File: src/common/adcis_defs.vh
// constants for the converter input select and sequencing block
// included by the redundancy and top design files under hw/, not by the divider; definitions only
`ifndef ADCIS_DEFS_VH
`define ADCIS_DEFS_VH

// channel map
`define ADCIS_CH_BATT        3'h0
`define ADCIS_CH_TEMP        3'h1
`define ADCIS_CH_STD         3'h2
`define ADCIS_CH_INTREF      3'h3
`define ADCIS_CH_VREG        3'h4
`define ADCIS_CH_BRIDGE      3'h5
`define ADCIS_CH_HS1         3'h6
`define ADCIS_CH_HS2         3'h7

// gain codes presented to the attenuator
`define ADCIS_GAIN_76        7'h4c
`define ADCIS_GAIN_60        7'h3c
`define ADCIS_GAIN_50        7'h32
`define ADCIS_GAIN_38        7'h26
`define ADCIS_GAIN_ONE       7'h01

// converter sizes
`define ADCIS_RES_BITS       10
`define ADCIS_FULL_STEPS     12
`define ADCIS_CODE_MAX       10'h3ff
`define ADCIS_CODE_MIN       10'h000

// reset values
`define ADCIS_RESULT_RST     10'h200
`define ADCIS_DIV_RST        3'h1
`define ADCIS_STC_RST        3'h1

`endif

File: src/hw/adcis_clkdiv.v
// converter clock enable divider
// one-cycle enable every div_ratio mclk cycles; ratio 0 treated as 1
`timescale 1ns/100ps
module adcis_clkdiv
(
  // clock and reset
  input  wire       mclk,
  input  wire       sys_rst,
  // control
  input  wire [2:0] div_ratio,
  input  wire       run,
  // enable out
  output reg        tick_r
);

reg  [2:0] cnt_r;
wire [2:0] lim = (div_ratio == 3'h0) ? 3'h0 : div_ratio - 3'h1;

always @(posedge mclk or posedge sys_rst)
begin
  if (sys_rst)
  begin
    cnt_r  <= 3'h0;
    tick_r <= 1'b0;
  end
  else if (!run)
  begin
    cnt_r  <= 3'h0;
    tick_r <= 1'b0;
  end
  else if (cnt_r >= lim)
  begin
    cnt_r  <= 3'h0;
    tick_r <= 1'b1;
  end
  else
  begin
    cnt_r  <= cnt_r + 3'h1;
    tick_r <= 1'b0;
  end
end

endmodule // adcis_clkdiv

File: src/hw/adcis_redund.v
// reduces redundant approximation decisions to a result code
// weights from 256 to 16 are a radix below two, from 16 to 1 binary with bits 1 and 0 both weight 1; sum clipped to the code range
`timescale 1ns/100ps
`include "adcis_defs.vh"
module adcis_redund
(
  // decisions, bit k of weight wt(k)
  input  wire [11:0] decide,
  input  wire [11:0] active,
  input  wire [9:0]  base,
  input  wire [9:0]  less,
  // result
  output reg  [9:0]  code,
  output reg         ovf,
  output reg         unf
);

// redundant step weights, overlapping ranges
function [9:0] wt;
  input [3:0] k;
  begin
    case (k)
      4'd11:   wt = 10'd256;
      4'd10:   wt = 10'd160;
      4'd9:    wt = 10'd96;
      4'd8:    wt = 10'd64;
      4'd7:    wt = 10'd40;
      4'd6:    wt = 10'd24;
      4'd5:    wt = 10'd16;
      4'd4:    wt = 10'd8;
      4'd3:    wt = 10'd4;
      4'd2:    wt = 10'd2;
      4'd1:    wt = 10'd1;
      default: wt = 10'd1;
    endcase
  end
endfunction

reg [12:0] sum;
integer    i;

always @*
begin
  sum = {3'h0, base} - {3'h0, less};
  for (i = 0; i < 12; i = i + 1)
  begin
    if (active[i] && decide[i])
      sum = sum + {3'h0, wt(i[3:0])};
  end
  ovf  = 1'b0;
  unf  = 1'b0;
  code = sum[9:0];
  if (sum[12])
  begin
    unf  = 1'b1;
    code = `ADCIS_CODE_MIN;
  end
  else if (sum[11:10] != 2'h0)
  begin
    ovf  = 1'b1;
    code = `ADCIS_CODE_MAX;
  end
end

endmodule // adcis_redund

File: src/hw/adcis_top.v
// converter input select and conversion sequencer
// plain control ports from the processor side, comparator from the analog core
// Operation
// mux routes exactly one signal and one reference channel per conversion
// channels 6 and 7 are never used as reference
// codes 11X use gain 76/60/50/38 by setting, others gain one
// sensor supply of channel 6/7 on only while that channel is measured
// settling delay separates supply on from sampling start; here sampling starts with supply on and the delay precedes conversion start
// reference 5 with input 6/7 connects that input's negative bridge return
// channel map fixed: battery, temperature, standard, reference, regulator, bridge
// each signal channel selectable differential or single ended
// full conversion does 12 redundant decisions giving a 10-bit code
// sub conversion starts from previous result, deciding only low positions
// polarity bit inverts comparator input for offset averaging
// start bit latched on converter clock, then busy, sample, result written
// reference and signal channel each from own three-bit field
// full/sub select, bit count field; upper bits kept less half range
// overflow and underflow saturate with separate status flags
// start ignored while busy; busy clears after result stable
`timescale 1ns/100ps
`include "adcis_defs.vh"
module adcis_top
#(
  parameter DIV_W = 3,
  parameter STC_W = 3
)
(
  // clock and reset
  input  wire             mclk,
  input  wire             sys_rst,
  // software control
  input  wire             conversion_trigger,
  input  wire [2:0]       signal_channel_code,
  input  wire [2:0]       reference_channel_code,
  input  wire [1:0]       sensitivity_gain_code,
  input  wire             diff_select,
  input  wire             polarity_invert,
  input  wire             full_or_partial_select,
  input  wire [2:0]       partial_bit_count,
  input  wire [DIV_W-1:0] clock_div_ratio,
  input  wire [STC_W-1:0] settle_count,
  // analog core
  input  wire             comparator_out,
  // mux and attenuator controls
  output reg  [2:0]       mux_signal_sel_r,
  output reg  [2:0]       mux_ref_sel_r,
  output reg  [6:0]       gain_value_r,
  output reg              single_ended_r,
  output reg              comp_invert_r,
  output reg              sensor_return_one_r,
  output reg              sensor_return_two_r,
  output reg              bridge_neg_one_r,
  output reg              bridge_neg_two_r,
  output reg              sample_hold_r,
  output reg  [9:0]       dac_code_r,
  // status
  output reg              busy_r,
  output reg              sample_r,
  output reg              overflow_r,
  output reg              underflow_r,
  output reg              ref_error_r,
  output reg  [9:0]       result_r
);

// sequencer states
localparam S_IDLE   = 5'b00001;
localparam S_SETTLE = 5'b00010;
localparam S_CONV   = 5'b00100;
localparam S_WRITE  = 5'b01000;
localparam S_STABLE = 5'b10000;

reg  [4:0]  state_r;
reg  [4:0]  state_nxt;
reg  [STC_W-1:0] settle_r;
reg  [3:0]  step_r;
reg  [11:0] decide_r;
reg  [11:0] active_r;
reg  [9:0]  base_r;
reg  [9:0]  less_r;
reg         trig_sync1_r;
reg         trig_sync2_r;
reg         trig_prev_r;
reg         cmp_sync1_r;
reg         cmp_sync2_r;
reg         pending_r;
wire        tick;
wire [9:0]  code;
wire        ovf;
wire        unf;

// comparator from analog core crosses into mclk
always @(posedge mclk or posedge sys_rst)
begin
  if (sys_rst)
  begin
    cmp_sync1_r  <= 1'b0;
    cmp_sync2_r  <= 1'b0;
    trig_sync1_r <= 1'b0;
    trig_sync2_r <= 1'b0;
    trig_prev_r  <= 1'b0;
  end
  else
  begin
    cmp_sync1_r  <= comparator_out;
    cmp_sync2_r  <= cmp_sync1_r;
    trig_sync1_r <= conversion_trigger;
    trig_sync2_r <= trig_sync1_r;
    trig_prev_r  <= trig_sync2_r;
  end
end

wire trig_rise = trig_sync2_r & ~trig_prev_r;
// polarity inversion undone on decision
wire decision  = cmp_sync2_r ^ comp_invert_r;
// reference on 6 or 7 refused
wire ref_bad   = (reference_channel_code[2:1] == 2'b11);

// converter clock enable; start latched on its edge
adcis_clkdiv u_div
(
  .mclk      (mclk),
  .sys_rst   (sys_rst),
  .div_ratio (clock_div_ratio),
  .run       (1'b1),
  .tick_r    (tick)
);

// decisions reduced to 10-bit code
adcis_redund u_red
(
  .decide (decide_r),
  .active (active_r),
  .base   (base_r),
  .less   (less_r),
  .code   (code),
  .ovf    (ovf),
  .unf    (unf)
);

// number of low positions decided in a sub conversion
wire [3:0] sub_steps = (partial_bit_count == 3'h0) ? 4'h8 : {1'b0, partial_bit_count};

// half the sub range, subtracted from the base
wire [9:0] half_sub  = 10'h001 << (sub_steps - 4'h1);

always @*
begin
  state_nxt = state_r;
  case (state_r)
    S_IDLE:
      // new start only from idle
      if (pending_r && tick && !ref_bad)
        state_nxt = S_SETTLE;
    S_SETTLE:
      // wait programmed settling ticks
      if (tick && settle_r == {STC_W{1'b0}})
        state_nxt = S_CONV;
    S_CONV:
      if (tick && step_r == 4'h0)
        state_nxt = S_WRITE;
    S_WRITE:
      if (tick)
        state_nxt = S_STABLE;
    S_STABLE:
      if (tick)
        state_nxt = S_IDLE;
    default:
      state_nxt = S_IDLE;
  endcase
end

always @(posedge mclk or posedge sys_rst)
begin
  if (sys_rst)
  begin
    state_r             <= S_IDLE;
    pending_r           <= 1'b0;
    settle_r            <= {STC_W{1'b0}};
    step_r              <= 4'h0;
    decide_r            <= 12'h000;
    active_r            <= 12'h000;
    base_r              <= `ADCIS_CODE_MIN;
    less_r              <= `ADCIS_CODE_MIN;
    mux_signal_sel_r    <= `ADCIS_CH_BATT;
    mux_ref_sel_r       <= `ADCIS_CH_INTREF;
    gain_value_r        <= `ADCIS_GAIN_ONE;
    single_ended_r      <= 1'b1;
    comp_invert_r       <= 1'b0;
    sensor_return_one_r <= 1'b0;
    sensor_return_two_r <= 1'b0;
    bridge_neg_one_r    <= 1'b0;
    bridge_neg_two_r    <= 1'b0;
    sample_hold_r       <= 1'b0;
    dac_code_r          <= `ADCIS_CODE_MIN;
    busy_r              <= 1'b0;
    sample_r            <= 1'b0;
    overflow_r          <= 1'b0;
    underflow_r         <= 1'b0;
    ref_error_r         <= 1'b0;
    result_r            <= `ADCIS_RESULT_RST;
  end
  else
  begin
    state_r <= state_nxt;
    // request seen while busy is dropped
    if (trig_rise && !busy_r)
      pending_r <= 1'b1;
    else if (state_r == S_IDLE && tick)
      pending_r <= 1'b0;
    if (state_r == S_IDLE && pending_r && tick)
    begin
      // refuse reference on a high-sensitivity channel
      ref_error_r <= ref_bad;
      if (!ref_bad)
      begin
        // latch one signal and one reference channel
        // from their own fields; R7 map fixed by code value
        mux_signal_sel_r <= signal_channel_code;
        mux_ref_sel_r    <= reference_channel_code;
        // differential or single ended
        single_ended_r   <= ~diff_select;
        comp_invert_r    <= polarity_invert;
        // gain only for codes 11X
        if (signal_channel_code[2:1] == 2'b11)
        begin
          case (sensitivity_gain_code)
            2'h0:    gain_value_r <= `ADCIS_GAIN_76;
            2'h1:    gain_value_r <= `ADCIS_GAIN_60;
            2'h2:    gain_value_r <= `ADCIS_GAIN_50;
            default: gain_value_r <= `ADCIS_GAIN_38;
          endcase
        end
        else
          gain_value_r <= `ADCIS_GAIN_ONE;
        // supply only for the channel measured
        sensor_return_one_r <= (signal_channel_code == `ADCIS_CH_HS1);
        sensor_return_two_r <= (signal_channel_code == `ADCIS_CH_HS2);
        // bridge return follows the input when reference is 5
        bridge_neg_one_r <= (reference_channel_code == `ADCIS_CH_BRIDGE)
                            && (signal_channel_code == `ADCIS_CH_HS1);
        bridge_neg_two_r <= (reference_channel_code == `ADCIS_CH_BRIDGE)
                            && (signal_channel_code == `ADCIS_CH_HS2);
        settle_r      <= settle_count;
        busy_r        <= 1'b1;
        sample_r      <= 1'b1;
        sample_hold_r <= 1'b1;
        decide_r      <= 12'h000;
        // full or sub conversion set-up
        if (full_or_partial_select)
        begin
          // keep previous result less half the sub range
          // the difference may go below zero; the reducer then flags underflow
          base_r   <= result_r;
          less_r   <= half_sub;
          step_r   <= sub_steps - 4'h1;
          active_r <= (12'h001 << sub_steps) - 12'h001;
        end
        else
        begin
          // twelve decisions from zero
          base_r   <= `ADCIS_CODE_MIN;
          less_r   <= `ADCIS_CODE_MIN;
          step_r   <= 4'd11;
          active_r <= 12'hfff;
        end
      end
    end
    if (state_r == S_SETTLE && tick && settle_r != {STC_W{1'b0}})
      settle_r <= settle_r - {{(STC_W-1){1'b0}}, 1'b1};
    if (state_r == S_SETTLE && state_nxt == S_CONV)
    begin
      sample_hold_r <= 1'b0;
      sample_r      <= 1'b0;
    end
    if (state_r == S_CONV && tick)
    begin
      // one decision per converter clock
      decide_r[step_r] <= decision;
      if (step_r != 4'h0)
        step_r <= step_r - 4'h1;
    end
    dac_code_r <= code;
    if (state_r == S_WRITE && tick)
    begin
      // saturated result and separate flags
      result_r    <= code;
      overflow_r  <= ovf;
      underflow_r <= unf;
    end
    if (state_r == S_STABLE && tick)
    begin
      // busy clears one converter tick after result written
      busy_r              <= 1'b0;
      // supply off after measurement
      sensor_return_one_r <= 1'b0;
      sensor_return_two_r <= 1'b0;
      bridge_neg_one_r    <= 1'b0;
      bridge_neg_two_r    <= 1'b0;
    end
  end
end

endmodule // adcis_top

File: config.mk
export PLATFORM = sky130hd
export DESIGN_NAME = adcis_top
export DESIGN_NICKNAME = d
export VERILOG_FILES = /design/src/hw/adcis_clkdiv.v /design/src/hw/adcis_redund.v /design/src/hw/adcis_top.v
export VERILOG_INCLUDE_DIRS = /design/src /design/src/common
export SDC_FILE = /design/constraint.sdc
export NUM_CORES = 1
export LEC_CHECK = 0
export BUFFER_PORTS_ARGS = -buffer_cell sky130_fd_sc_hd__buf_4
export CAP_MARGIN = 10
export CORE_MARGIN = 4
export CORE_UTILIZATION = 65
export CTS_CLUSTER_DIAMETER = 150
export DETAILED_ROUTE_END_ITERATION = 16
export PLACE_DENSITY = 0.85
export SYNTH_ARGS = -nofsm -noshare
export SYNTH_HDL_FRONTEND = slang
export SYNTH_HIERARCHICAL = 1
export SYNTH_SLANG_ARGS = --single-unit
File: constraint.sdc
create_clock -name mclk -period 28 [get_ports mclk]
set_clock_uncertainty 0.15 [all_clocks]
set_input_delay 2.8 -clock mclk [delete_from_list [all_inputs] [get_ports mclk]]
set_output_delay 2.8 -clock mclk [all_outputs]
set_load 0.05 [all_outputs]
# After elaboration in Yosys (flattened, before gate mapping)
# Cells that the tools add are included.
dict set report totals {
  output_inout_bits 45
  reg_bits 110
  wordCells 199
}
dict set report op_classes {
  eq_ne 16
  shifts 2
  n_lt_le_gt_ge 3
  n_reduce_logical 47
  n_mux 76
  addsub 19
  bitwise 5
}
# cell n
set op_table {}
lappend op_table {{two-way mux 10 bit} 16}
lappend op_table {{adder 13 x 10 -> 13 bit} 12}
lappend op_table {{two-way mux 13 bit} 12}
lappend op_table {{two-way mux 12 bit} 4}
lappend op_table {{logical AND 1 bit} 29}
lappend op_table {{two-way mux 5 bit} 5}
lappend op_table {{case mux 5 bit (5 select lines)} 1}
lappend op_table {{two-way mux 4 bit} 6}
lappend op_table {{two-way mux 1 bit} 23}
lappend op_table {{case mux 7 bit (3 select lines)} 1}
lappend op_table {{two-way mux 3 bit} 5}
lappend op_table {{bitwise mux 12 bit} 1}
lappend op_table {{left shift 1 x 4 -> 12 bit (first input constant)} 1}
lappend op_table {{subtractor 12 x 1 -> 12 bit (second input constant)} 1}
lappend op_table {{subtractor 10 x 10 -> 11 bit} 1}
lappend op_table {{equality test 5 x 3 -> 1 bit (second input constant)} 2}
lappend op_table {{nonzero test 2 bit} 5}
lappend op_table {{left shift 1 x 4 -> 10 bit (first input constant)} 1}
lappend op_table {{equality test 3 bit (second input constant)} 3}
lappend op_table {{zero test 3 bit} 3}
lappend op_table {{AND reduction 2 bit} 4}
lappend op_table {{subtractor 4 x 1 -> 4 bit (second input constant)} 2}
lappend op_table {{two-way mux 7 bit} 1}
lappend op_table {{equality test 2 bit (second input constant)} 3}
lappend op_table {{20 further kinds} 26}

# Depth between registers and ports, before layout
# Gate-level depths: netlist (run 1).
dict set report depth {
  depth_word 29
  mapped_depth 48
}

# By module
# The synthesis (run 1) kept the hierarchy.
# module cells_each instances area_each_um2 seq_area_each_um2
set modules_own_cells {}
lappend modules_own_cells {adcis_top 450 1 4789.6 2660.1}
lappend modules_own_cells {adcis_redund 530 1 3777.4 0.0}
lappend modules_own_cells {adcis_clkdiv 30 1 291.5 100.1}

# Worst setup path after synthesis (run 1)
# OpenSTA, ideal clock, no wires.
dict set report synth_timing {
  kind {register to register}
  from {register base_r[0]}
  to {register result_r[3]}
  stages_incl_launch_ff 47
  synth_period_minus_slack_ps 9393
  setup_time_ps 128
  required_time_ps 27722
  path_slack_ps 18607
  arrival_time_ps 9116
  cell_sequence {dfrtp_1 -> inv_1 -> ha_1 -> inv_1 -> fa_1 -> ha_1 -> mux2i_1 -> inv_1 -> ha_1 -> and3_1 -> xnor3_1 -> ha_1 -> nand2_1 -> xnor3_1 -> ha_1 -> and3_1 -> buf_1 -> xnor3_1 -> (+11 left out) -> buf_2 -> and3b_1 -> o221ai_2 -> and3_1 -> nor2_1 -> ha_1 -> nand2_1 -> o31ai_4 -> a311o_1 -> a31oi_1 -> xnor2_1 -> xnor2_1 -> ha_1 -> nand3_1 -> o31ai_1 -> o31a_1 -> a21oi_1 -> mux2_1}
}
dict set report synth_between {
  elab_chain_cells 28
}
# element line_no
set synth_lines {}
lappend synth_lines {{from (decl)} adcis_top.v:78} ;# reg [9:0] base_r;
lappend synth_lines {{from (signal assigned)} adcis_top.v:182} ;# base_r <= `ADCIS_CODE_MIN;
lappend synth_lines {{from (signal assigned)} adcis_top.v:253} ;# base_r <= result_r;
lappend synth_lines {{from (signal assigned)} adcis_top.v:261} ;# base_r <= `ADCIS_CODE_MIN;
lappend synth_lines {{subtractor 10 x 10 -> 11 bit *} adcis_redund.v:44} ;# sum = {3'h0, base} - {3'h0, less};
lappend synth_lines {{adder 13 x 10 -> 13 bit} adcis_redund.v:48} ;# sum = sum + {3'h0, wt(i[3:0])};
lappend synth_lines {{two-way mux 13 bit *} adcis_redund.v:47} ;# if (active[i] && decide[i])
lappend synth_lines {{adder 13 x 10 -> 13 bit} adcis_redund.v:48}
lappend synth_lines {{two-way mux 13 bit *} adcis_redund.v:47}
lappend synth_lines {{adder 13 x 10 -> 13 bit} adcis_redund.v:48}
lappend synth_lines {{two-way mux 13 bit *} adcis_redund.v:47}
lappend synth_lines {{adder 13 x 10 -> 13 bit} adcis_redund.v:48}
lappend synth_lines {{(+13 left out)} --}
lappend synth_lines {{adder 13 x 10 -> 13 bit} adcis_redund.v:48}
lappend synth_lines {{two-way mux 13 bit *} adcis_redund.v:47}
lappend synth_lines {{adder 13 x 10 -> 13 bit} adcis_redund.v:48}
lappend synth_lines {{two-way mux 13 bit *} adcis_redund.v:47}
lappend synth_lines {{nonzero test 2 bit} adcis_redund.v:58} ;# else if (sum[11:10] != 2'h0)
lappend synth_lines {{two-way mux 10 bit} adcis_redund.v:58}
lappend synth_lines {{two-way mux 10 bit *} adcis_redund.v:53} ;# if (sum[12])
lappend synth_lines {{via code[3]} adcis_top.v:87} ;# wire [9:0] code;
lappend synth_lines {{to (signal assigned)} adcis_top.v:200} ;# result_r <= `ADCIS_RESULT_RST;
lappend synth_lines {{to (signal assigned)} adcis_top.v:286} ;# result_r <= code;
lappend synth_lines {{to (decl)} adcis_top.v:62} ;# output reg [9:0] result_r
# The timed path passes the listed nets; every way through them passes the cells marked *.
# A chain may end at the register's enable or synchronous reset.

# Worst setup path after layout (run 1)
# Ends and elaborated chain as after synthesis.

==> results of run 1 <==
[per-layer routing]
layer	track usage	up-vias	wire length, um
li1	-	3726	-
met1	0.388	3744	9840
met2	0.461	261	10600
met3	0.0347	48	1090
met4	0.0980	0	625
met5	0	-	0
[registers in the layout, summed over array words and instances (netlist names), 3 cells and up]
name              count
mux_ref_sel_r         3
active_r             12
gain_value_r          7
state_r               5
less_r               10
dac_code_r           10
result_r             10
u_div/cnt_r           3
mux_signal_sel_r      3
decide_r             12
base_r               10
step_r                4
settle_r              3
[worst max-delay path: cells and delay by family (launching register included)]
family | cells | cell delay, ns
AO/OA/AOI/OAI | 6 | 1.43
multiplexers | 2 | 0.73
AND/OR/NAND/NOR | 11 | 2.44
buffers and inverters | 5 | 0.42
adder cells (fa/ha/maj) | 10 | 2.64
flip-flops | 1 | 0.38
XOR/XNOR | 8 | 2.31
[area by class of cell]
| type | instances | area [sq um] |
|---|---|---|
| flip-flops and latches | 110 | 2760 |
| repair buffers | 76 | 571 |
| inverters | 46 | 175 |
| clock inverters | 7 | 73.8 |
| fillers | 987 | 3540 |
| well taps | 176 | 220 |
| multi-input cells | 813 | 5730 |
| clock buffers | 9 | 225 |
[cells in the final DEF (no fill, tap or decap), types with 16 or more instances in the layout]
| master | n |
|---|---|
| mux2i_1 | 25 |
| ha_1 | 50 |
| nand2_1 | 131 |
| o21ai_0 | 24 |
| and3_1 | 21 |
| nand3_1 | 59 |
| nor2_1 | 79 |
| inv_1 | 44 |
| xor2_1 | 25 |
| buf_4 | 76 |
| a21oi_1 | 50 |
| and2_1 | 19 |
| dfrtp_1 | 104 |
| xnor2_1 | 52 |
| nor3_1 | 16 |
[stage by stage]
stage | std cells | setup WS (ns) | area (sq um) | total power (uW) | hold slack, ns
2_1_floorplan | 1011 | 18.61 | 8860 | 985 | 0.181
3_3_place_gp | 1221 | 17.98 | 9460 | 1180 | 0.185
3_5_place_dp | 1221 | 17.63 | 9460 | 1200 | 0.190
4_1_cts | 1237 | 17.52 | 9760 | 1330 | 0.210
5_1_grt | 1237 | 16.51 | 9760 | 1450 | 0.226
6_report | 1237 | 17.36 | 9760 | 1350 | 0.206
[where the power goes]
group,switching (uW),internal [uW]
combinational,613,357
clock,64.0,63.4
sequential,41.1,213
[cells by family after synthesis]
kind of cell / Yosys count / share of synthesized area
buf+inv: 88 / 0.0417
xor+xnor: 92 / 0.111
flops: 110 / 0.312
compound gates: 223 / 0.183
mux: 39 / 0.0473
fa+ha+maj: 51 / 0.0729
other cells: 1 / 0.000423
simple gates: 406 / 0.232
[cells in the mapped netlist (all sizes together) (17+ instances only)]
master / count / area share
mux2i: 26 / 0.031
buf: 20 / 0.013
nor3: 17 / 0.010
and2: 19 / 0.013
o21ai: 38 / 0.022
dfrtp: 104 / 0.29
and3: 21 / 0.015
nand3: 63 / 0.038
a21oi: 52 / 0.030
xor2: 27 / 0.028
ha: 50 / 0.071
nor2: 83 / 0.037
nand2: 131 / 0.056
clkbuf: 22 / 0.0093
inv: 46 / 0.019
xnor2: 55 / 0.057
[how the worst min path moves through the flow]
stage | from | end | slack [ns] | depth (start not counted)
detailed placement | trig_sync1_r | trig_sync2_r | 0.19 | 0
CTS | cmp_sync1_r | cmp_sync2_r | 0.21 | 0
floorplan | cmp_sync1_r | cmp_sync2_r | 0.18 | 0
global route | trig_sync1_r | trig_sync2_r | 0.23 | 0
global placement | cmp_sync1_r | cmp_sync2_r | 0.18 | 0
finish | cmp_sync1_r | cmp_sync2_r | 0.21 | 0
==> reports/results.ini, run 1 <==
[place]
hpwl_um=16900
gp_congestion=0.922
port_buffers=68

[yosys]
ys_seq_elements=110
syn_inst=1010
syn-mean-instance-area_sq_um=8.77
synth_edf_count=0
syn-cell-area_sq_um=8860
synth_async_sr_flop_share=1.00
synth_flop_cell=dfrtp_1
ys_warn_count=6
ys_seq_area_frac=0.312
ys_types=104

[cells_and_area]
drive_above_1_share=0.138
post-route-util=0.734
area_growth_pct=10.2
nets=1131
diodes=0

[clock_network]
cts_tree=done
htreeDepth=3
cts_resized=0
cts.clk_slew.worst_paths_ns=0.08
cts_buffer_depth=2
cts_hold_buf=0
cts-root-buf=clkbuf_16
post-cts-setup-buffer-count=0
numCtsBuffers=9
cts.sinks=110
insertion_delay_ns=0.36

[setup_path]
critPathLaunch=base_r[0]
critical_path_peak_fanout=8
r2r-start=base_r[0]
crit_path_start_kind=flip-flop
ff2ff_path_depth=42
cp-endpoint=result_r[3]
cp.arrival_ns=10.73
crit_type=flip-flop to flip-flop
cp_common_cell=ha_1
crit_required_ns=28.09
cpPeakStageDelay_ns=0.48
r2r_setup_slack_ns=17.36
slowest_stage=fa_1
end_kind=flip-flop
reg2reg_to=result_r[3]

[power]
ir_worst_vdd_mv=0.0834
powerDensity_nw_per_um2=138
power_leakage_uw=0.00447

[grt]
grt_use_total=0.282
grt_pass1_wl_um=36500
grt-ovfl-total=0
grt_pass1_vias=7287
antenna_found_initial=0
grt_max_degree=71

[route]
drc_errors=0
drtIter0Drc=628
wl_um=22200
routedWlPerCell_um=17.9
drt-vias-per-instance=6.29
postRouteAntennaNets=0
num_vias=7779
first_pass_iters=5

[timing]
fin_crit_ns=10.64
finalHoldViolCount=0
slew_viol_final=0
max_freq_mhz=94.0
grt_setup_unrepaired=no
setup_viol=0
worst_slew_pin_slew_ns=1.07
fin_crit_sh=0.380
max_slew_margin=0.283
fin_tns_setup_ns=0

[floorplanning]
rows=42
start_util=0.666
coreArea_sq_um=13300
die_area_sq_um=15600
die_w_um=125
ios=69
die_y_um=125

[status]
status=complete, no violations

[hold_path]
hold_class=flip-flop to flip-flop

[run]
maxCapViolations=0

Note: power is estimated with default switching activity, not from simulation.
==> inputs of run 2 (changes only) <==
CORE_UTILIZATION = 56   (was 65)
PLACE_DENSITY = 0.78   (was 0.85)
clock period = 9.6 ns   (was 28 ns; I/O delays follow)
==> reports/results.ini, run 2 (synthesis results as in run 1) <==
[cells_and_area]
nets=1153  ; was 1,131
final_common_cell=nand2_1  ; unchanged
area_growth_pct=15.0  ; was 10.2%
final_cell_mix=nand2_1, dfrtp_1, buf_4, nor2_1, nand3_1  ; was nand2_1, dfrtp_1, nor2_1, buf_4, nand3_1
diodes=0  ; unchanged
reg_top3=active_r (12), decide_r (12)  ; unchanged
drive_above_1_share=0.187  ; was 0.138

[floorplanning]
start_util=0.576  ; was 0.666
ios=69  ; unchanged
die_y_um=134  ; was 125 um
die_w_um=134  ; was 125 um
rows=45  ; was 42
coreArea_sq_um=15400  ; was 13,300 sq um
die_area_sq_um=17900  ; was 15,600 sq um

[route]
routedWlPerCell_um=17.2  ; was 17.9 um
drc_errors=0  ; unchanged
first_pass_iters=5  ; unchanged
drt-vias-per-instance=6.01  ; was 6.29
drtIter0Drc=582  ; was 628
postRouteAntennaNets=0  ; unchanged
wl_um=22300  ; was 22,200 um
num_vias=7775  ; was 7,779

[clock_network]
htreeDepth=3  ; unchanged
insertion_delay_ns=0.36  ; about the same
numCtsBuffers=9  ; unchanged
cts.clk_slew.worst_paths_ns=0.08  ; about the same
cts.sinks=110  ; unchanged
cts_tree=done  ; unchanged
cts_buffer_depth=2  ; unchanged
cts-root-buf=clkbuf_16  ; unchanged

[setup_path]
cp.arrival_ns=9.35  ; was 10.73 ns
crit_required_ns=9.70  ; was 28.09 ns
critical_path_peak_fanout=7  ; was 8
cpPeakStageDelay_ns=0.48  ; about the same
cp_common_cell=ha_1  ; unchanged
slowest_stage=fa_1  ; unchanged
end_kind=flip-flop  ; unchanged
crit_path_start_kind=flip-flop  ; unchanged
crit_type=flip-flop to flip-flop  ; unchanged

[timing]
fin_tns_setup_ns=0  ; unchanged
worst_slew_pin_slew_ns=1.08  ; was 1.07 ns
finalHoldViolCount=0  ; unchanged
slew_viol_final=0  ; unchanged
grt_setup_unrepaired=yes  ; was no
fin_crit_sh=0.963  ; was 0.380
max_slew_margin=0.274  ; was 0.283
max_freq_mhz=108  ; was 94.0 MHz
setup_viol=0  ; unchanged
fin_crit_ns=9.25  ; was 10.64 ns

[grt]
grt_pass1_wl_um=36300  ; was 36,500 um
antenna_found_initial=0  ; unchanged
grt_use_total=0.248  ; was 0.282
grt-ovfl-total=0  ; unchanged
grt_pass1_vias=7229  ; was 7,287
grt_max_degree=76  ; was 71

[status]
status=complete, no violations  ; unchanged

[run]
maxCapViolations=0  ; unchanged

[place]
port_buffers=68  ; unchanged
hpwl_um=16900  ; about the same
gp_congestion=0.920  ; was 0.922

[hold_path]
hold_class=flip-flop to flip-flop  ; unchanged

run 2: cell types whose count changed in the layout (fill, tap and decap cells not counted), sizes merged:
cell / change
clkbuf: +1
inv: +1
clkinv: -1
buf: +21
run 2: repair_timing:
action | 4_1_cts | 5_1_grt
setup endpoints to repair | 12 | 22
pin swaps | 1 | 10
hold buffers | 0 | 0
resized for setup | 5 | 40
setup buffers | 1 | 9
run 2: worst paths after layout:
path                             startpoint            to  slack [ns]  cells after the start
worst max-delay path              base_r[0]   result_r[3]        0.35                     44
worst min register to register  cmp_sync1_r   cmp_sync2_r        0.20                      0
min in group asynchronous           sys_rst  u_div/tick_r        0.36                      2
worst max register to register    base_r[0]   result_r[3]        0.35                     44
worst min-delay path            cmp_sync1_r   cmp_sync2_r        0.20                      0
max in group asynchronous           sys_rst  active_r[10]        7.59                      3
run 2: layer usage:
metal / share of wire / wire length (um) / global-route usage
met3: 0.054 / 1200 / 0.0420
met1: 0.46 / 10300 / 0.355
met5: 0 / 0 / 0
met4: 0.023 / 519 / 0.0829
met2: 0.46 / 10300 / 0.383
run 2: cell type report:
cell class / count / area, sq um
clock buffers: 9 / 225
clock inverters: 7 / 78.8
fillers: 1231 / 5180
inverters: 46 / 175
multi-input cells: 813 / 5950
flip-flops and latches: 110 / 2760
well taps: 211 / 264
repair buffers: 98 / 733
run 2: metrics by stage:
stage | utilization | setup WS (ns) | hold WS, ns | instance area [sq um] | instances
finish | 0.663 | 0.354 | 0.203 | 10200 | 1294
global route | 0.663 | -0.111 | 0.217 | 10200 | 1294
CTS | 0.646 | 0.0287 | 0.205 | 9930 | 1285
detailed placement | 0.624 | -0.129 | 0.186 | 9590 | 1268
global placement | 0.624 | 0.178 | 0.184 | 9590 | 1268
floorplan | - | 0.207 | 0.181 | 8860 | 1011
run 2: worst max-delay path, delay by kind of cell, from the launching register on:
kind                       cells  cell delay, ns
buffers and inverters          5            0.39
AOI/OAI and AO/OA              7            1.49
xor gates and xnor gates       9            1.89
and+or+nand+nor               11            1.85
adders and majority gates     10            2.52
DFF                            1            0.38
muxes                          2            0.46
Power of run 2 is left out: the tool's default activity adds up to more than one toggle a clock period on the data nets, which glitch-free logic cannot reach.
==> inputs of run 3 (changes only) <==
SYNTH_HIERARCHICAL = default   (was 1)
==> reports/results.ini, run 3 <==
[clock_network]
cts.clk_slew.worst_paths_ns=0.07  ; was 0.08 ns
cts_buffer_depth=2  ; unchanged
htreeDepth=3  ; unchanged
cts_tree=done  ; unchanged
cts-root-buf=clkbuf_16  ; unchanged
insertion_delay_ns=0.35  ; was 0.36 ns
numCtsBuffers=9  ; unchanged
cts.sinks=110  ; unchanged

[cells_and_area]
final_cell_mix=nand2_1, dfrtp_1, buf_4, nand3_1, nor2_1  ; was nand2_1, dfrtp_1, buf_4, nor2_1, nand3_1
nets=1096  ; was 1,153
fill_cells=1285  ; was 1,231
area_growth_pct=13.6  ; was 15.0%
post-route-util=0.647  ; was 0.663
drive_above_1_share=0.177  ; was 0.187
diodes=0  ; unchanged
final_common_cell=nand2_1  ; unchanged
reg_top3=active_r (12), decide_r (12)  ; unchanged

[floorplanning]
start_util=0.570  ; was 0.576
rows=45  ; unchanged
die_area_sq_um=17500  ; was 17,900 sq um
coreArea_sq_um=15100  ; was 15,400 sq um
die_w_um=132  ; was 134 um
die_y_um=132  ; was 134 um
ios=69  ; unchanged

[timing]
setup_viol=0  ; unchanged
max_slew_margin=0.314  ; was 0.274
slew_viol_final=0  ; unchanged
whs_ns=0.216  ; was 0.203 ns
fin_crit_ns=9.26  ; was 9.25 ns
fin_crit_sh=0.965  ; was 0.963
finalHoldViolCount=0  ; unchanged
fin_tns_setup_ns=0  ; unchanged
worst_slew_pin_slew_ns=1.03  ; was 1.08 ns
max_freq_mhz=108  ; about the same
fin_ws_ns=0.340  ; was 0.354 ns

[setup_path]
cpPeakStageDelay_ns=0.49  ; was 0.48 ns
cp.arrival_ns=9.34  ; was 9.35 ns
crit_path_start_kind=flip-flop  ; unchanged
critical_path_peak_fanout=22  ; was 7
cp_common_cell=ha_1  ; unchanged
slowest_stage=fa_1  ; unchanged
end_kind=flip-flop  ; unchanged
crit_required_ns=9.68  ; was 9.70 ns
crit_type=flip-flop to flip-flop  ; unchanged

[place]
port_buffers=68  ; unchanged
hpwl_um=15500  ; was 16,900 um
gp_congestion=0.902  ; was 0.920
post-place-ws_ns=-0.136  ; was -0.129 ns

[route]
postRouteAntennaNets=0  ; unchanged
routedWlPerCell_um=17.0  ; was 17.2 um
wl_um=20600  ; was 22,300 um
drt-vias-per-instance=6.08  ; was 6.01
drtIter0Drc=569  ; was 582
num_vias=7383  ; was 7,775
first_pass_iters=5  ; unchanged
drc_errors=0  ; unchanged

[yosys]
ys_warn_count=0  ; was 6
synth_flop_cell=dfrtp_1  ; unchanged
syn_inst=972  ; was 1,010
yosys-top-cells-area=dfrtp_1, ha_1, nand2_1, xnor2_1, nand3_1  ; was dfrtp_1, ha_1, nand2_1, xnor2_1, nor2_1
ys_types=104  ; unchanged
synth.largest_area_cell=dfrtp_1  ; unchanged
syn-num-nets=1046
netlist_top_cells_count=nand2_1, dfrtp_1, nand3_1, nor2_1, ha_1  ; was nand2_1, dfrtp_1, nor2_1
ys_seq_elements=110  ; unchanged
synth_async_sr_flop_share=1.00  ; unchanged
synth_top_area_frac=0.301  ; was 0.294
syn-cell-area_sq_um=8630  ; was 8860 sq um
ys_seq_area_frac=0.320  ; was 0.312
yosysMostFrequentCell=nand2_1  ; unchanged
syn-mean-instance-area_sq_um=8.88  ; was 8.77 sq um
synth_edf_count=0  ; unchanged

[status]
status=complete, no violations  ; unchanged

[grt]
grt_pass1_vias=6839  ; was 7,229
grt_use_met1=0.318  ; was 0.355
antenna_found_initial=0  ; unchanged
grt_pass1_wl_um=33700  ; was 36,300 um
grt_busiest_layer=met2  ; unchanged
grtUsageMet2=0.378  ; was 0.383
grt_use_total=0.230  ; was 0.248
grtUsageMet3=0.0324  ; was 0.0420
grt-ovfl-total=0  ; unchanged
grt_max_degree=57  ; was 76

[run]
maxCapViolations=0  ; unchanged

[hold_path]
hold_class=flip-flop to flip-flop  ; unchanged

==> run 3: cell count changes in the layout (fill, tap and decap cells not counted), sizes merged, moves of 7 or more <==
cell,before,now
a21oi,52,39
nor2,83,65
o41ai,2,9
nand2b,5,12
nor3b,4,13
o22ai,3,13
mux2i,26,18
buf,97,82
nor2b,7,16
nand2,131,114
o21ai,38,53
and3,21,12
nor3,17,28
inv,51,44
==> run 3: area by class of cell <==
type,instances,area [sq um],area share
clock buffer,11,233,0.0237
clock inverter,5,57.6,0.00587
inverter,42,160,0.0163
multi-input combinational,777,5730,0.584
sequential,110,2760,0.282
tap,188,235,0.0240
timing repair buffer,82,628,0.0641
==> run 3: per-layer routing <==
layer  up-vias  routed length, um
li1       3606                  -
met1      3554               9290
met2       192               9880
met3        31               1010
met4         0                421
met5         -                  0
==> run 3: kinds of logic after synthesis <==
| group | after synthesis | share of synthesized area |
|---|---|---|
| compound gates | 222 | 0.187 |
| xor+xnor | 84 | 0.111 |
| fa+ha+maj | 50 | 0.0733 |
| buf+inv | 85 | 0.0409 |
| flops | 110 | 0.320 |
| mux | 25 | 0.0304 |
| simple gates | 396 | 0.238 |
==> run 3: worst paths after layout <==
kind | startpoint | endpoint | cells after the start | slack (ns)
setup / recovery | base_r[0] | result_r[2] | 40 | 0.34
hold / removal | cmp_sync1_r | cmp_sync2_r | 0 | 0.22
setup reg to reg | base_r[0] | result_r[2] | 40 | 0.34
hold reg to reg | cmp_sync1_r | cmp_sync2_r | 0 | 0.22
max in group asynchronous | sys_rst | less_r[9] | 3 | 7.61
min in group asynchronous | sys_rst | gain_value_r[3] | 2 | 0.57
==> run 3: critical path: cells and delay by family, from the launching register on <==
kind	cells	cell delay, ns
AND/OR/NAND/NOR	7	0.89
multiplexers	6	1.71
flip-flops	1	0.36
XOR/XNOR	4	0.81
AO/OA/AOI/OAI	9	2.19
buffers and inverters	4	0.36
adder cells (fa/ha/maj)	10	2.67
==> run 3: metrics by stage <==
stage,cells,area [sq um]
floorplan,972,8630
global placement,1193,9250
detailed placement,1193,9250
CTS,1209,9570
global route,1215,9800
finish,1215,9800
==> run 3: repair_timing <==
item / in CTS / in global routing
setup buffers: 0 / 6
pin swaps: 0 / 8
endpoints found under the hold margin: 0 / 0
hold buffers: 0 / 0
setup endpoints to repair: 12 / 22
gates resized for setup: 4 / 32
Power of run 3 is left out for the same reason.
